==> src/include/fpc_regs.svh <==
// Register indices, field positions, configuration offsets and timing counts
`ifndef FPC_REGS_SVH
`define FPC_REGS_SVH

// Register indices; the byte address on the bus is four times the index
`define FPC_IDX_STATUS 10'h0F8
`define FPC_IDX_PROTECT 10'h0F9
`define FPC_IDX_COMMAND 10'h0FA
`define FPC_COMMAND_RESET 5'h00

// Status register write fields
`define FPC_FSR_DBG 7
`define FPC_FSR_WEN 5
`define FPC_FSR_CFGSEL 3

// Configuration page byte offsets, loaded in this order at start-up
`define FPC_CFG_BASE 14'h0020
`define FPC_CFG_UNPROTECTED_PAGE_COUNT 5'h00
`define FPC_CFG_DATA_AREA_ON 5'h01
`define FPC_CFG_RDCFG 5'h02
`define FPC_CFG_RDMAIN 5'h03
`define FPC_CFG_DBG 5'h04
`define FPC_CFG_LAST 5'h04
`define FPC_ERASED 8'hFF

// Top-of-main-block parity window
`define FPC_PARITY_BYTES 16'h0010
`define FPC_PARITY_LAST 5'h0F

// Geometry
`define FPC_PAGES_MAX 8'h20
`define FPC_DATA_PAGES 2

// Unlock keys and window
`define FPC_UNLOCK_KEY1 8'hAA
`define FPC_UNLOCK_KEY2 8'h55
`define FPC_UNLOCK_LOAD 7'h7F

// Processor write stall, in clock cycles
`define FPC_CPU_WR_STALL 10'h2E4

`define FPC_BLOCKED_DATA 8'h00
`define FPC_RESP_OKAY 2'h0
`define FPC_RESP_SLVERR 2'h2

`endif

==> src/include/fpc_pkg.sv <==
// Types shared by the flash protection controller files
package fpc_pkg;
  localparam int FPC_ADDR_W = 14;

  typedef enum logic [1:0] {
    FPC_OP_READ = 2'h0,
    FPC_OP_WRITE = 2'h1,
    FPC_OP_ERASE = 2'h2
  } fpc_op_t;

  typedef struct packed {
    fpc_op_t op;
    logic cfg;
    logic [FPC_ADDR_W-1:0] addr;
    logic [7:0] wdata;
  } fpc_req_t;

  typedef struct packed {
    logic done;
    logic [7:0] rdata;
  } fpc_rsp_t;

  typedef enum logic [1:0] {
    FPC_ST_BOOT_CFG = 2'h0,
    FPC_ST_BOOT_PAR = 2'h1,
    FPC_ST_IDLE = 2'h3,
    FPC_ST_BUSY = 2'h2
  } fpc_state_t;
endpackage

==> src/rtl/fpc_axil.sv <==
// AXI4-Lite slave front end for the flash protection registers
`timescale 1ns/100ps
`default_nettype none
`include "fpc_regs.svh"

module fpc_axil (
  input wire logic aclk,
  input wire logic aresetn,
  input wire logic ce,
  input wire logic [11:0] s_axi_awaddr,
  input wire logic s_axi_awvalid,
  output logic s_axi_awready,
  input wire logic [31:0] s_axi_wdata,
  input wire logic [3:0] s_axi_wstrb,
  input wire logic s_axi_wvalid,
  output logic s_axi_wready,
  output logic [1:0] s_axi_bresp,
  output logic s_axi_bvalid,
  input wire logic s_axi_bready,
  input wire logic [11:0] s_axi_araddr,
  input wire logic s_axi_arvalid,
  output logic s_axi_arready,
  output logic [31:0] s_axi_rdata,
  output logic [1:0] s_axi_rresp,
  output logic s_axi_rvalid,
  input wire logic s_axi_rready,
  output logic wr_stb,
  output logic [9:0] wr_idx,
  output logic [7:0] wr_data,
  input wire logic wr_ok,
  output logic [9:0] rd_idx,
  input wire logic [7:0] rd_data,
  input wire logic rd_ok
);
  logic aw_full;
  logic w_full;
  logic w_lane;
  logic rd_pend;
  logic wr_fire;

  // Address and data may arrive in either order; the write fires once both are held and no response is pending
  assign wr_fire = aw_full && w_full && !s_axi_bvalid;
  assign wr_stb = wr_fire && w_lane && ce;

  always_ff @(posedge aclk) begin
    if (!aresetn) begin
      aw_full <= 1'b0;
      s_axi_awready <= 1'b0;
      wr_idx <= '0;
    end else if (ce) begin
      if (wr_fire) begin
        aw_full <= 1'b0;
        s_axi_awready <= 1'b1;
      end else if (s_axi_awvalid && s_axi_awready) begin
        aw_full <= 1'b1;
        wr_idx <= s_axi_awaddr[11:2];
        s_axi_awready <= 1'b0;
      end else if (!aw_full) begin
        s_axi_awready <= 1'b1;
      end
    end
  end

  // Only byte lane 0 carries register data
  always_ff @(posedge aclk) begin
    if (!aresetn) begin
      w_full <= 1'b0;
      w_lane <= 1'b0;
      s_axi_wready <= 1'b0;
      wr_data <= '0;
    end else if (ce) begin
      if (wr_fire) begin
        w_full <= 1'b0;
        s_axi_wready <= 1'b1;
      end else if (s_axi_wvalid && s_axi_wready) begin
        w_full <= 1'b1;
        w_lane <= s_axi_wstrb[0];
        wr_data <= s_axi_wdata[7:0];
        s_axi_wready <= 1'b0;
      end else if (!w_full) begin
        s_axi_wready <= 1'b1;
      end
    end
  end

  always_ff @(posedge aclk) begin
    if (!aresetn) begin
      s_axi_bvalid <= 1'b0;
      s_axi_bresp <= `FPC_RESP_OKAY;
    end else if (ce) begin
      if (wr_fire) begin
        s_axi_bvalid <= 1'b1;
        s_axi_bresp <= wr_ok ? `FPC_RESP_OKAY : `FPC_RESP_SLVERR;
      end else if (s_axi_bvalid && s_axi_bready) begin
        s_axi_bvalid <= 1'b0;
      end
    end
  end

  // Reads take one cycle to latch the index and one to sample the register
  always_ff @(posedge aclk) begin
    if (!aresetn) begin
      s_axi_arready <= 1'b0;
      s_axi_rvalid <= 1'b0;
      s_axi_rdata <= '0;
      s_axi_rresp <= `FPC_RESP_OKAY;
      rd_pend <= 1'b0;
      rd_idx <= '0;
    end else if (ce) begin
      if (s_axi_arvalid && s_axi_arready) begin
        rd_idx <= s_axi_araddr[11:2];
        rd_pend <= 1'b1;
        s_axi_arready <= 1'b0;
      end else if (rd_pend) begin
        rd_pend <= 1'b0;
        s_axi_rvalid <= 1'b1;
        s_axi_rdata <= {24'h000000, rd_data};
        s_axi_rresp <= rd_ok ? `FPC_RESP_OKAY : `FPC_RESP_SLVERR;
      end else if (s_axi_rvalid && s_axi_rready) begin
        s_axi_rvalid <= 1'b0;
        s_axi_arready <= 1'b1;
      end else if (!s_axi_rvalid) begin
        s_axi_arready <= 1'b1;
      end
    end
  end
endmodule // fpc_axil

`default_nettype wire

==> src/rtl/fpc_top.sv <==
// Flash protection controller: start-up load, access rights, registers
//
// Function
// - Main block 32 pages of 512 bytes.
// - Start-up copies configuration bytes into registers.
// - Byte 0x20 gives unprotected count, 0xFF all.
// - Byte 0x21 not 0xFF enables data area.
// - Bytes 0x22, 0x23 set readback blocks.
// - Byte 0x24 enables debug unless main blocked.
// - Unprotected pages open to programmer; processor writes need status bit 5.
// - Protected pages: programmer full, processor read-only.
// - Two top data pages open to both.
// - Configuration page programmable only by programmer.
// - Status bit 7 holds writable debug enable.
// - Status bit 6 shows boot source.
// - Status bit 5 unlocks processor write/erase.
// - Status bit 4 reads 1 while busy.
// - Status bit 3 selects configuration page.
// - Status bits 2,1 readback flags, 0 zero.
// - Protect register: data enable, unprotected count.
// - Command register: erase page or unlock key.
// - Brown-out aborts write, requests chip reset.
// - Keys 0xAA, 0x55 open timed unlock window.
// - Boot source from parity of top 16 bytes when data area on.
// - Processor byte write stalls 740 cycles.
`timescale 1ns/100ps
`default_nettype none
`include "fpc_regs.svh"

module fpc_top #(
  parameter int PAGES = 32,
  parameter int PAGE_BYTES = 512
) (
  input wire logic aclk,
  input wire logic aresetn,
  input wire logic ce,
  input wire logic [11:0] s_axi_awaddr,
  input wire logic s_axi_awvalid,
  output logic s_axi_awready,
  input wire logic [31:0] s_axi_wdata,
  input wire logic [3:0] s_axi_wstrb,
  input wire logic s_axi_wvalid,
  output logic s_axi_wready,
  output logic [1:0] s_axi_bresp,
  output logic s_axi_bvalid,
  input wire logic s_axi_bready,
  input wire logic [11:0] s_axi_araddr,
  input wire logic s_axi_arvalid,
  output logic s_axi_arready,
  output logic [31:0] s_axi_rdata,
  output logic [1:0] s_axi_rresp,
  output logic s_axi_rvalid,
  input wire logic s_axi_rready,
  input wire logic cpu_valid,
  input wire fpc_pkg::fpc_req_t cpu_req,
  output fpc_pkg::fpc_rsp_t cpu_rsp,
  output logic cpu_stall,
  input wire logic spi_valid,
  input wire fpc_pkg::fpc_req_t spi_req,
  output fpc_pkg::fpc_rsp_t spi_rsp,
  output logic fl_cmd_valid,
  output fpc_pkg::fpc_req_t fl_cmd,
  input wire logic fl_done,
  input wire logic [7:0] fl_rdata,
  output logic fl_abort,
  input wire logic brownout,
  output logic reset_request,
  output logic debug_enable_flag,
  output logic boot_from_protected
);
  localparam int AW = fpc_pkg::FPC_ADDR_W;
  localparam int PG_SH = $clog2(PAGE_BYTES);
  localparam int PW = AW - PG_SH;
  localparam int TOP_BASE = PAGES * PAGE_BYTES - int'(`FPC_PARITY_BYTES);

  // The page index is taken from the top address bits
  if (PAGES <= `FPC_DATA_PAGES || PAGES > int'(`FPC_PAGES_MAX) ||
      (1 << PG_SH) != PAGE_BYTES || PAGES * PAGE_BYTES > (1 << AW)) begin : g_bad_geometry
    $error("fpc_top: page count or page size not supported");
  end

  ////////////////////////////////////////////////////////////////////////////
  // Declarations

  fpc_pkg::fpc_state_t st;
  logic [4:0] boot_cnt;
  logic [AW-1:0] boot_addr;
  logic boot_cfg_ld;
  logic boot_par_ld;
  logic parity_acc;
  logic [6:0] unprotected_page_count;
  logic data_area_on;
  logic config_readback_block;
  logic main_readback_block;
  logic write_enable;
  logic config_page_select;
  logic [4:0] erase_page_index;
  logic erase_pend;
  logic [4:0] erase_page;
  logic erase_start;
  logic [1:0] unlock_stage;
  logic [6:0] unlock_cnt;
  logic unlock_open;
  logic own_cpu;
  logic own_spi;
  fpc_pkg::fpc_op_t cur_op;
  logic fl_seen;
  logic [7:0] rdata_hold;
  logic [9:0] stall_cnt;
  logic bo_s1;
  logic bo_s2;
  logic wr_stb;
  logic [9:0] wr_idx;
  logic [7:0] wr_data;
  logic wr_ok;
  logic [9:0] rd_idx;
  logic [7:0] rd_data;
  logic rd_ok;
  logic cmd_wr;
  logic status_wr;
  logic spi_blocked;
  logic cpu_ok;
  logic gap;
  logic abort_now;

  function automatic logic cpu_may_modify(input logic [PW-1:0] pg);
    logic in_range;
    logic open_pg;
    logic data_pg;
    in_range = int'(pg) < PAGES;
    open_pg = 7'(pg) < unprotected_page_count;
    data_pg = data_area_on && int'(pg) >= PAGES - `FPC_DATA_PAGES;
    cpu_may_modify = write_enable && !config_page_select && in_range && (open_pg || data_pg);
  endfunction

  ////////////////////////////////////////////////////////////////////////////
  // Register bus

  fpc_axil u_axil (
    .aclk(aclk),
    .aresetn(aresetn),
    .ce(ce),
    .s_axi_awaddr(s_axi_awaddr),
    .s_axi_awvalid(s_axi_awvalid),
    .s_axi_awready(s_axi_awready),
    .s_axi_wdata(s_axi_wdata),
    .s_axi_wstrb(s_axi_wstrb),
    .s_axi_wvalid(s_axi_wvalid),
    .s_axi_wready(s_axi_wready),
    .s_axi_bresp(s_axi_bresp),
    .s_axi_bvalid(s_axi_bvalid),
    .s_axi_bready(s_axi_bready),
    .s_axi_araddr(s_axi_araddr),
    .s_axi_arvalid(s_axi_arvalid),
    .s_axi_arready(s_axi_arready),
    .s_axi_rdata(s_axi_rdata),
    .s_axi_rresp(s_axi_rresp),
    .s_axi_rvalid(s_axi_rvalid),
    .s_axi_rready(s_axi_rready),
    .wr_stb(wr_stb),
    .wr_idx(wr_idx),
    .wr_data(wr_data),
    .wr_ok(wr_ok),
    .rd_idx(rd_idx),
    .rd_data(rd_data),
    .rd_ok(rd_ok)
  );

  assign wr_ok = (wr_idx == `FPC_IDX_STATUS) || (wr_idx == `FPC_IDX_PROTECT) ||
                 (wr_idx == `FPC_IDX_COMMAND);
  assign status_wr = wr_stb && (wr_idx == `FPC_IDX_STATUS);
  assign cmd_wr = wr_stb && (wr_idx == `FPC_IDX_COMMAND);

  always_comb begin
    rd_ok = 1'b1;
    rd_data = 8'h00;
    if (rd_idx == `FPC_IDX_STATUS) begin
      rd_data = {debug_enable_flag, boot_from_protected, write_enable,
                 st != fpc_pkg::FPC_ST_IDLE, config_page_select,
                 main_readback_block, config_readback_block, 1'b0};
    end else if (rd_idx == `FPC_IDX_PROTECT) begin
      rd_data = {data_area_on, unprotected_page_count};
    end else if (rd_idx == `FPC_IDX_COMMAND) begin
      rd_data = {3'h0, erase_page_index};
    end else begin
      rd_ok = 1'b0;
    end
  end

  ////////////////////////////////////////////////////////////////////////////
  // Start-up configuration load

  assign boot_cfg_ld = (st == fpc_pkg::FPC_ST_BOOT_CFG) && fl_done;
  assign boot_par_ld = (st == fpc_pkg::FPC_ST_BOOT_PAR) && fl_done;

  always_comb begin
    if (st == fpc_pkg::FPC_ST_BOOT_CFG) begin
      boot_addr = `FPC_CFG_BASE + AW'(boot_cnt);
    end else begin
      boot_addr = AW'(TOP_BASE) + AW'(boot_cnt);
    end
  end

  // Erased bytes mean the unconfigured, fully open state
  always_ff @(posedge aclk) begin
    if (!aresetn) begin
      unprotected_page_count <= 7'(PAGES);
      data_area_on <= 1'b0;
      config_readback_block <= 1'b0;
      main_readback_block <= 1'b0;
      parity_acc <= 1'b0;
      boot_from_protected <= 1'b0;
    end else if (ce) begin
      if (boot_cfg_ld) begin
        unique case (boot_cnt)
          `FPC_CFG_UNPROTECTED_PAGE_COUNT: begin
            unprotected_page_count <= (fl_rdata == `FPC_ERASED) ? 7'(PAGES) : fl_rdata[6:0];
          end
          `FPC_CFG_DATA_AREA_ON: data_area_on <= fl_rdata != `FPC_ERASED;
          `FPC_CFG_RDCFG: config_readback_block <= fl_rdata != `FPC_ERASED;
          `FPC_CFG_RDMAIN: main_readback_block <= fl_rdata != `FPC_ERASED;
          default: begin
          end
        endcase
      end
      if (boot_par_ld) begin
        parity_acc <= parity_acc ^ (^fl_rdata);
        if (boot_cnt == `FPC_PARITY_LAST) begin
          boot_from_protected <= data_area_on && (parity_acc ^ (^fl_rdata));
        end
      end
    end
  end

  ////////////////////////////////////////////////////////////////////////////
  // Status register and unlock window

  // The unlock counter runs at the system clock, so the window is 127 cycles
  always_ff @(posedge aclk) begin
    if (!aresetn) begin
      unlock_stage <= 2'h0;
      unlock_cnt <= 7'h00;
    end else if (ce) begin
      if (cmd_wr && wr_data == `FPC_UNLOCK_KEY1) begin
        unlock_stage <= 2'h1;
        unlock_cnt <= `FPC_UNLOCK_LOAD;
      end else if (cmd_wr && wr_data == `FPC_UNLOCK_KEY2 && unlock_stage == 2'h1 &&
                   unlock_cnt != 7'h00) begin
        unlock_stage <= 2'h2;
        unlock_cnt <= `FPC_UNLOCK_LOAD;
      end else if (cmd_wr) begin
        unlock_stage <= 2'h0;
        unlock_cnt <= 7'h00;
      end else if (unlock_cnt != 7'h00) begin
        unlock_cnt <= unlock_cnt - 7'h01;
      end else begin
        unlock_stage <= 2'h0;
      end
    end
  end

  assign unlock_open = (unlock_stage == 2'h2) && (unlock_cnt != 7'h00);

  always_ff @(posedge aclk) begin
    if (!aresetn) begin
      debug_enable_flag <= 1'b0;
      write_enable <= 1'b0;
      config_page_select <= 1'b0;
    end else if (ce) begin
      if (boot_cfg_ld && boot_cnt == `FPC_CFG_DBG) begin
        debug_enable_flag <= (fl_rdata != `FPC_ERASED) && !main_readback_block;
      end else if (status_wr) begin
        debug_enable_flag <= wr_data[`FPC_FSR_DBG];
      end
      // Setting needs the open window; clearing is always allowed
      if (status_wr && (unlock_open || !wr_data[`FPC_FSR_WEN])) begin
        write_enable <= wr_data[`FPC_FSR_WEN];
      end
      if (status_wr) begin
        config_page_select <= wr_data[`FPC_FSR_CFGSEL];
      end
    end
  end

  ////////////////////////////////////////////////////////////////////////////
  // Command register and page erase request

  // A requester still holds valid in the cycle of its done, so nothing is taken then
  assign gap = cpu_rsp.done || spi_rsp.done;
  assign erase_start = (st == fpc_pkg::FPC_ST_IDLE) && !spi_valid && erase_pend && !gap;

  always_ff @(posedge aclk) begin
    if (!aresetn) begin
      erase_page_index <= `FPC_COMMAND_RESET;
      erase_pend <= 1'b0;
      erase_page <= 5'h00;
    end else if (ce) begin
      if (cmd_wr) begin
        erase_page_index <= wr_data[4:0];
      end
      // A new request wins over the clear of the one being started
      if (cmd_wr && wr_data < `FPC_PAGES_MAX && cpu_may_modify(PW'(wr_data[4:0]))) begin
        erase_pend <= 1'b1;
        erase_page <= wr_data[4:0];
      end else if (erase_start) begin
        erase_pend <= 1'b0;
      end
    end
  end

  ////////////////////////////////////////////////////////////////////////////
  // Access sequencer

  assign spi_blocked = (spi_req.op == fpc_pkg::FPC_OP_READ) &&
                       (spi_req.cfg ? config_readback_block : main_readback_block);
  assign cpu_ok = (cpu_req.op == fpc_pkg::FPC_OP_READ) ||
                  ((cpu_req.op == fpc_pkg::FPC_OP_WRITE) && cpu_may_modify(cpu_req.addr[AW-1:PG_SH]));

  // Programmer first: it may be servicing a halted or blocked processor
  always_ff @(posedge aclk) begin
    if (!aresetn) begin
      st <= fpc_pkg::FPC_ST_BOOT_CFG;
      boot_cnt <= 5'h00;
      fl_cmd_valid <= 1'b0;
      fl_cmd <= '0;
      own_cpu <= 1'b0;
      own_spi <= 1'b0;
      cur_op <= fpc_pkg::FPC_OP_READ;
      fl_seen <= 1'b0;
      rdata_hold <= 8'h00;
      stall_cnt <= 10'h000;
      cpu_rsp <= '0;
      spi_rsp <= '0;
      cpu_stall <= 1'b0;
    end else if (ce) begin
      cpu_rsp.done <= 1'b0;
      spi_rsp.done <= 1'b0;
      unique case (st)
        fpc_pkg::FPC_ST_BOOT_CFG, fpc_pkg::FPC_ST_BOOT_PAR: begin
          if (fl_done) begin
            fl_cmd_valid <= 1'b0;
            boot_cnt <= boot_cnt + 5'h01;
            if (st == fpc_pkg::FPC_ST_BOOT_CFG && boot_cnt == `FPC_CFG_LAST) begin
              st <= fpc_pkg::FPC_ST_BOOT_PAR;
              boot_cnt <= 5'h00;
            end else if (st == fpc_pkg::FPC_ST_BOOT_PAR && boot_cnt == `FPC_PARITY_LAST) begin
              st <= fpc_pkg::FPC_ST_IDLE;
            end
          end else if (!fl_cmd_valid) begin
            fl_cmd_valid <= 1'b1;
            fl_cmd <= '{op: fpc_pkg::FPC_OP_READ, cfg: st == fpc_pkg::FPC_ST_BOOT_CFG,
                        addr: boot_addr, wdata: 8'h00};
          end
        end
        fpc_pkg::FPC_ST_IDLE: begin
          fl_seen <= 1'b0;
          if (gap) begin
          end else if (spi_valid && spi_blocked) begin
            spi_rsp <= '{done: 1'b1, rdata: `FPC_BLOCKED_DATA};
          end else if (spi_valid) begin
            fl_cmd_valid <= 1'b1;
            fl_cmd <= spi_req;
            own_spi <= 1'b1;
            own_cpu <= 1'b0;
            cur_op <= spi_req.op;
            stall_cnt <= 10'h000;
            st <= fpc_pkg::FPC_ST_BUSY;
          end else if (erase_pend) begin
            fl_cmd_valid <= 1'b1;
            fl_cmd <= '{op: fpc_pkg::FPC_OP_ERASE, cfg: 1'b0,
                        addr: AW'(erase_page) << PG_SH, wdata: 8'h00};
            own_spi <= 1'b0;
            own_cpu <= 1'b0;
            cur_op <= fpc_pkg::FPC_OP_ERASE;
            stall_cnt <= 10'h000;
            cpu_stall <= 1'b1;
            st <= fpc_pkg::FPC_ST_BUSY;
          end else if (cpu_valid && !cpu_ok) begin
            cpu_rsp <= '{done: 1'b1, rdata: `FPC_BLOCKED_DATA};
          end else if (cpu_valid) begin
            fl_cmd_valid <= 1'b1;
            fl_cmd <= '{op: cpu_req.op, cfg: config_page_select,
                        addr: cpu_req.addr, wdata: cpu_req.wdata};
            own_spi <= 1'b0;
            own_cpu <= 1'b1;
            cur_op <= cpu_req.op;
            if (cpu_req.op == fpc_pkg::FPC_OP_WRITE) begin
              stall_cnt <= `FPC_CPU_WR_STALL - 10'h001;
              cpu_stall <= 1'b1;
            end else begin
              stall_cnt <= 10'h000;
            end
            st <= fpc_pkg::FPC_ST_BUSY;
          end
        end
        fpc_pkg::FPC_ST_BUSY: begin
          if (bo_s2 && cur_op != fpc_pkg::FPC_OP_READ) begin
            fl_cmd_valid <= 1'b0;
            cpu_stall <= 1'b0;
            st <= fpc_pkg::FPC_ST_IDLE;
          end else begin
            if (fl_done) begin
              fl_cmd_valid <= 1'b0;
              fl_seen <= 1'b1;
              rdata_hold <= fl_rdata;
            end
            if (stall_cnt != 10'h000) begin
              stall_cnt <= stall_cnt - 10'h001;
            end
            if ((fl_done || fl_seen) && stall_cnt == 10'h000) begin
              st <= fpc_pkg::FPC_ST_IDLE;
              cpu_stall <= 1'b0;
              if (own_spi) begin
                spi_rsp <= '{done: 1'b1, rdata: fl_seen ? rdata_hold : fl_rdata};
              end
              if (own_cpu) begin
                cpu_rsp <= '{done: 1'b1, rdata: fl_seen ? rdata_hold : fl_rdata};
              end
            end
          end
        end
      endcase
    end
  end

  ////////////////////////////////////////////////////////////////////////////
  // Brown-out

  // The detector is asynchronous to the system clock
  always_ff @(posedge aclk) begin
    if (!aresetn) begin
      bo_s1 <= 1'b0;
      bo_s2 <= 1'b0;
    end else if (ce) begin
      bo_s1 <= brownout;
      bo_s2 <= bo_s1;
    end
  end

  assign abort_now = bo_s2 && st == fpc_pkg::FPC_ST_BUSY && cur_op != fpc_pkg::FPC_OP_READ;

  // Reset request stays until the chip reset clears it
  always_ff @(posedge aclk) begin
    if (!aresetn) begin
      fl_abort <= 1'b0;
      reset_request <= 1'b0;
    end else if (ce) begin
      fl_abort <= abort_now;
      if (abort_now) begin
        reset_request <= 1'b1;
      end
    end
  end
endmodule // fpc_top

`default_nettype wire

==> config.mk <==
export PLATFORM = sky130hd
export DESIGN_NAME = fpc_top
export DESIGN_NICKNAME = d
export VERILOG_FILES = /design/src/include/fpc_pkg.sv /design/src/rtl/fpc_axil.sv /design/src/rtl/fpc_top.sv
export VERILOG_INCLUDE_DIRS = /design/src /design/src/include
export SDC_FILE = /design/constraint.sdc
export NUM_CORES = 1
export LEC_CHECK = 0
export ABC_AREA = 1
export ABC_CLOCK_PERIOD_IN_PS = 2500
export BUFFER_PORTS_ARGS = -buffer_cell sky130_fd_sc_hd__buf_4
export CAP_MARGIN = 40
export CELL_PAD_IN_SITES_DETAIL_PLACEMENT = 1
export CELL_PAD_IN_SITES_GLOBAL_PLACEMENT = 1
export CORE_ASPECT_RATIO = 0.5
export CORE_UTILIZATION = 38
export DETAILED_ROUTE_END_ITERATION = 8
export PLACE_DENSITY_LB_ADDON = 0.1
export SLEW_MARGIN = 20
export SYNTH_ARGS = -nofsm -noshare
export SYNTH_HDL_FRONTEND = slang
export SYNTH_SLANG_ARGS = --single-unit
export TNS_END_PERCENT = 1
==> constraint.sdc <==
create_clock -name aclk -period 2.5 [get_ports aclk]
set_clock_uncertainty 0.1 [all_clocks]
set_input_delay 0.5 -clock aclk [delete_from_list [all_inputs] [get_ports aclk]]
set_output_delay 0.5 -clock aclk [all_outputs]
set_load 0.05 [all_outputs]
### Yosys cells after proc, flatten, opt, wreduce, memory -nomap -nowiden

Cells that the tools add are included.
Widths: inputs -> output; s select.

| storage, ports and cells | value |
|---|---|
| logic and storage cells | 356 |
| bits in registers | 163 |
| bits of input ports | 130 |
| output and inout bits | 90 |

| cells by class | value |
|---|---|
| add/sub/neg operators | 5 |
| reduce and logical (&&, ||, !) cells | 115 |
| bitwise operators | 6 |
| equal/unequal tests | 51 |
| muxes and demuxes | 123 |
| order comparisons | 5 |

Operators by type and width:

| cell | number |
|---|---|
| $mux 25 | 8 |
| $mux 9 | 13 |
| $mux 10 | 9 |
| $eq 10x8->1 const B | 6 |
| $mux 1 | 53 |
| $pmux 25 s2 | 1 |
| $logic_and 1x1->1 | 42 |
| $mux 2 | 21 |
| $pmux 9 s2 | 2 |
| $mux 7 | 5 |
| $reduce_and 2->1 | 17 |
| $reduce_and 3->1 | 11 |
| $ne 2x2->1 const B | 15 |
| $ne 3x3->1 const B | 9 |
| $mux 8 | 3 |
| $reduce_and 8->1 | 3 |
| $pmux 10 s2 | 1 |
| $reduce_bool 2->1 | 9 |
| $eq 8x8->1 const B | 2 |
| $lt 5x7->1 | 2 |
| $mux 14 | 1 |
| $reduce_and 6->1 | 2 |
| $eq 5x2->1 const B | 2 |
| $ge 5x5->1 const B | 2 |
| other kinds (38) | 66 |

### Logic depth before layout (Yosys ltp)

| depth | value |
|---|---|
| word-level depth | 14 |
| gate-level depth with buffers | 18 |
| depth with buffers taken out | 17 |

### Hierarchy

From an unflattened synthesis, not the netlist that was laid out.

| unflattened totals | value |
|---|---|
| cells, all modules | 1182 |
| area total of the unflattened synthesis | 8449.4 um2 |

Modules (own cells, without submodules):

| module | area an instance (um2) | cells an instance | sequential area each (um2) | times used |
|---|---|---|---|---|
| fpc_top | 6316.1 | 891 | 2282.2 | 1 |
| fpc_axil | 2133.3 | 291 | 940.9 | 1 |

### Worst setup path after synthesis

No wires, ideal clock.

| path | value |
|---|---|
| path kind | in2reg |
| start point | in cpu_req[19] in the netlist's numbering |
| end point | reg fl_cmd_valid |
| buffers on the path | 2 |
| library setup time | 110 ps |
| stages | 17 |
| arrival | 1837 ps |
| setup slack | 453 ps |
| required time | 2290 ps |
| cell sequence | ha_1 > nand2_1 > inv_1 > nand2_1 > nand2_1 > nand2_1 > nand2_1 > nand2_1 > nand3_1 > nand2_1 > nand2_1 > nand2_2 > buf_6 > buf_6 > nand4_1 > nand2_1 > nor2_1 |

| on the way | value |
|---|---|
| word-level cells in the longest chain between the ends | 10 |
| elaborated cells on any way between the ends | 11 |
| classes of those cells | order compare: 2; eq/ne: 1; reduce/logical: 8 |

Ends and longest elaborated chain:

| what | line | source |
|---|---|---|
| start, declared | fpc_top.sv:55 | `input wire fpc_pkg::fpc_req_t cpu_req,` |
| $ge 5x5->1 (no source line) | -- |  |
| $logic_and 1x1->1 (no source line) | -- |  |
| $logic_or 1x1->1 * | fpc_top.sv:133 | `cpu_may_modify = write_enable && !config_page_select && in_range && (open_pg \|\| data_pg);` |
| $logic_and 1x1->1 * | fpc_top.sv:133 |  |
| $logic_and 1x1->1 * | fpc_top.sv:317 | `((cpu_req.op == fpc_pkg::FPC_OP_WRITE) && cpu_may_modify(cpu_req.addr[AW-1:PG_SH]));` |
| $logic_or 1x1->1 * | fpc_top.sv:316 | `assign cpu_ok = (cpu_req.op == fpc_pkg::FPC_OP_READ) \|\|` |
| $logic_not 1->1 * | fpc_top.sv:378 | `end else if (cpu_valid && !cpu_ok) begin` |
| $logic_and 1x1->1 * | fpc_top.sv:378 |  |
| $ne 4x4->1 (no source line) * | -- |  |
| $reduce_and 6->1 (no source line) * | -- |  |
| end signal, assigned | fpc_top.sv:381 | `fl_cmd_valid <= 1'b1;` |
| end signal, assigned | fpc_top.sv:398 | `fl_cmd_valid <= 1'b0;` |
| end signal, assigned | fpc_top.sv:403 | `fl_cmd_valid <= 1'b0;` |
| end, declared | fpc_top.sv:61 | `output logic fl_cmd_valid,` |

Mark *: on every way between the ends. The rest lies on a longest branch, timed or not.
A chain may end at the register's enable or synchronous reset.

### Worst setup path in the final report

| path | value |
|---|---|
| start point | reg unprotected_page_count[2] |
| end point | reg fl_cmd[16] in the netlist's numbering |

| on the way | value |
|---|---|
| word-level cells in the longest chain between the ends | 9 |

Ends and longest elaborated chain:

| what | line | source |
|---|---|---|
| start, declared | fpc_top.sv:91 | `logic [6:0] unprotected_page_count;` |
| start signal, assigned | fpc_top.sv:207 | `unprotected_page_count <= 7'(PAGES);` |
| start signal, assigned | fpc_top.sv:217 | `` unprotected_page_count <= (fl_rdata == `FPC_ERASED) ? 7'(PAGES) : fl_rdata[6:0]; `` |
| $lt 5x7->1 | fpc_top.sv:131 | `open_pg = 7'(pg) < unprotected_page_count;` |
| $logic_or 1x1->1 | fpc_top.sv:133 |  |
| $logic_and 1x1->1 | fpc_top.sv:133 |  |
| $logic_and 1x1->1 | fpc_top.sv:317 |  |
| $logic_or 1x1->1 | fpc_top.sv:316 |  |
| $logic_not 1->1 | fpc_top.sv:378 |  |
| $logic_and 1x1->1 | fpc_top.sv:378 |  |
| $ne 4x4->1 (no source line) | -- |  |
| $reduce_and 8->1 (no source line) | -- |  |
| end signal, assigned | fpc_top.sv:362 | `fl_cmd <= spi_req;` |
| end signal, assigned | fpc_top.sv:370 | `fl_cmd <= '{op: fpc_pkg::FPC_OP_ERASE, cfg: 1'b0,` |
| end signal, assigned | fpc_top.sv:382 | `fl_cmd <= '{op: cpu_req.op, cfg: config_page_select,` |
| end, declared | fpc_top.sv:62 | `output fpc_pkg::fpc_req_t fl_cmd,` |

Every way passes these cells.

==> flow_metrics.tcl <==
set metrics [dict create \
    status "completed" \
    root_buffer "clkbuf_16" \
    r2r_cells 15 \
    path_cells "inv_1 -> ha_1 -> a21oi_1 -> nand2_1 -> nand2_1 -> nand2_1 -> nand2_1 -> nand3_2 -> nand2_1 -> nand2_2 -> nand2_4 -> buf_4 -> nand4_1 -> nand2_1 -> nor2_1" \
    setup-violations-final 0 \
    cp_max_fo 11 \
    avgSynthCellArea_sq_um 6.93 \
    ant_nets 0 \
    grt_setup_unrepaired "no" \
    clock-sinks 161 \
    leakagePower_nw 4.78 \
    synth_edf_count 0 \
    cpMostUsedCell "nand2_1" \
    grt_pass1_wl_mm 45.0 \
    final_common_cell "nand2_1" \
    clkLatencyLatePin_ns 0.45 \
    antennaDiodeCount 0 \
    synth_seq_area_share 0.377 \
    fin_area_sq_um 10700 \
    end_kind "flop" \
    synthDistinctLibCells 51 \
    final_cell_mix "nand2_1 (228), buf_4 (188), nor2_1 (186)" \
    arrival_ns 2.51 \
    totalNegativeSetupSlack_ns 0 \
    die_h_um 108 \
    wire_per_inst_um 16.7 \
    crit_path_max_incr_delay_ns 0.35 \
    seqCellArea_sq_um 3220 \
    grt_max_degree 53 \
    p_per_area_nw_per_um2 603 \
    cp-start-kind "flop" \
    core_area_sq_um 21900 \
    fillers 2865 \
    die_w_um 214 \
    fmax_mhz 442 \
    vdd_drop_max_mv 0.462 \
    gr-usage-all-layers 0.248 \
    synth_fa_ha_area_frac 0.0322 \
    synth.area.top_cells "dfxtp_1 (38%), nand2_1 (10%), nor2_1 (8.2%)" \
    antenna_found_initial 0 \
    viasPerCell 5.11 \
    rr_startpoint "unprotected_page_count[2]" \
    worst_slew_pin_slew_ns 0.543 \
    num_vias 8742 \
    finalCritPeriodShare 0.905 \
    ios 220 \
    routed_wirelength_mm 28.6 \
    synth_compound_area_frac 0.161 \
    multi_input_area_sq_um 4430 \
    dieArea_sq_um 23100 \
    reg2reg_slack_ns 0.24 \
    drc_errors 0 \
    setup_ws_ns 0.239 \
    maxSlewHeadroom 0.637 \
    fin_nets 1550 \
    gr-total-overflow 0 \
    rows 38 \
    drive_gt1_frac 0.191 \
    syn_inst 1234 \
    dr.pass1.iters 6 \
    r2r_end "fl_cmd[16]" \
    grt_pass1_vias 8788 \
    crit_path_start "unprotected_page_count[2]" \
    hold_viol 0 \
    ys_async_sr_fraction 0 \
    period_minus_slack_ns 2.26 \
    hp-class "input pin to flop" \
    cp-endpoint "fl_cmd[16]" \
    post-place-ws_ns -0.124 \
    synth_warnings 0 \
    cts_made_buffers 17 \
    drt_iter0_markers 361 \
    dpl_cell_area_sq_um 10100 \
    total_power_mw 6.45 \
    dpl.hpwl_mm 21.8 \
    slew_violations 0 \
    critPathRequiredTime_ns 2.74 \
    yosys.area.top_type "dfxtp_1" \
    yosysTopAreaCellShare 0.377 \
    cts_tree "yes" \
    clock_path_buffers 2 \
    cap_violations 0 \
    synth-xor-area-share 0.0143 \
    hold-worst-slack_ns 0.175 \
    cts_max_level 4 \
    synth_seq_cells 161 \
    start_util 0.391 \
    muxShareOfSynthArea 0 \
    syn_area_sq_um 8550 \
    worst_path_max_delay_cell "dfxtp_1" \
    gp_congestion 0.860 \
    synth_top_family_by_area "simple AND/OR/NAND/NOR gates" \
    synthSimpleGateAreaFrac 0.294 \
    synthFlopType "dfxtp_1" \
    io_buffers 161 \
    layout-area-overhead-vs-synth_pct 25.2 \
    criticalPathCategory "flop to flop" \
    path_clk_slew_ns 0.07 \
]
critical path, delay by kind of cell (launching register included):
family	cells	cell delay, ns
AOI/OAI and AO/OA	1	0.13
buffers and inverters	2	0.30
adders and majority gates	1	0.31
DFF	1	0.35
and+or+nand+nor	11	0.96
sequential cells by signal (all words and copies together) (netlist names), 7 cells and up:
register and flops:
stall_cnt 10, u_axil.s_axi_rdata 8, unprotected_page_count 7, spi_rsp 9
rdata_hold 8, fl_cmd 25, u_axil.wr_data 8, cpu_rsp 9
u_axil.rd_idx 10, unlock_cnt 7, u_axil.wr_idx 10
per-layer routing:
layer	wire (um)	share of wire	track usage	vias up
met5	0	0	0	-
met4	478	0.017	0.0811	0
met3	1380	0.048	0.0579	29
met2	13300	0.47	0.423	175
met1	13400	0.47	0.312	4200
li1	-	-	-	4338
kinds of logic (layout without fill, tap and decap cells):
group                    after synthesis  in the layout
AND/OR/NAND/NOR                      563            566
flip-flops                           161            161
XOR/XNOR                              14             14
buffers and inverters                228            377
adder cells (fa/ha/maj)               22             22
AO/OA/AOI/OAI                        245            245
other                                  1             26
worst min-delay path by stage:
stage / from / to / slack (ns) / depth (start not counted)
floorplan: rdata_hold[6] / rdata_hold[6] / 0.32 / 2
global placement: rdata_hold[6] / rdata_hold[6] / 0.33 / 2
detailed placement: rdata_hold[5] / rdata_hold[5] / 0.35 / 2
CTS: s_axi_araddr[6] / u_axil.rd_idx[4] / 0.16 / 3
global route: s_axi_araddr[9] / u_axil.rd_idx[7] / 0.18 / 3
finish: s_axi_araddr[6] / u_axil.rd_idx[4] / 0.18 / 3
layout make-up:
type                    count  share of cell area
clock buffers              23              0.0456
clock inverters             9             0.00889
inverters                 152              0.0536
multi-input cells         873               0.414
flip-flops and latches    161               0.301
well taps                 300              0.0351
repair buffers            193               0.141
power breakdown:
part	total, mW	internal [mW]	switching, mW
logic	1.05	0.372	0.682
clock network	2.65	1.49	1.16
registers	2.75	2.67	0.0805
total	6.45	4.53	1.92
what timing repair did:
| action | 4_1_cts | 5_1_grt |
|---|---|---|
| hold buffers | 0 | 0 |
| resized for setup | 0 | 5 |
| buffers inserted | 0 | 0 |
| endpoints found under the setup margin | 0 | 36 |
per-stage QoR:
stage,std cells,util
floorplan,1259,-
global placement,1676,0.460
detailed placement,1676,0.460
CTS,1708,0.487
global route,1711,0.489
finish,1711,0.489
synth_stat cells (all sizes together), types with 2 or more instances:
cell,count
buf,53
dfxtp,161
a311oi,3
ha,22
nand3,55
and2,2
inv,150
xor2,7
a22oi,8
nor3,16
o21ai,87
xnor2,7
a221oi,10
nand4,49
a21oi,113
clkbuf,23
a211oi,12
nand2,234
nor4,5
nor2,192
nor3b,6
or2,3
clkinv,2
a31oi,5
Note: power is estimated with default switching activity, not from simulation.
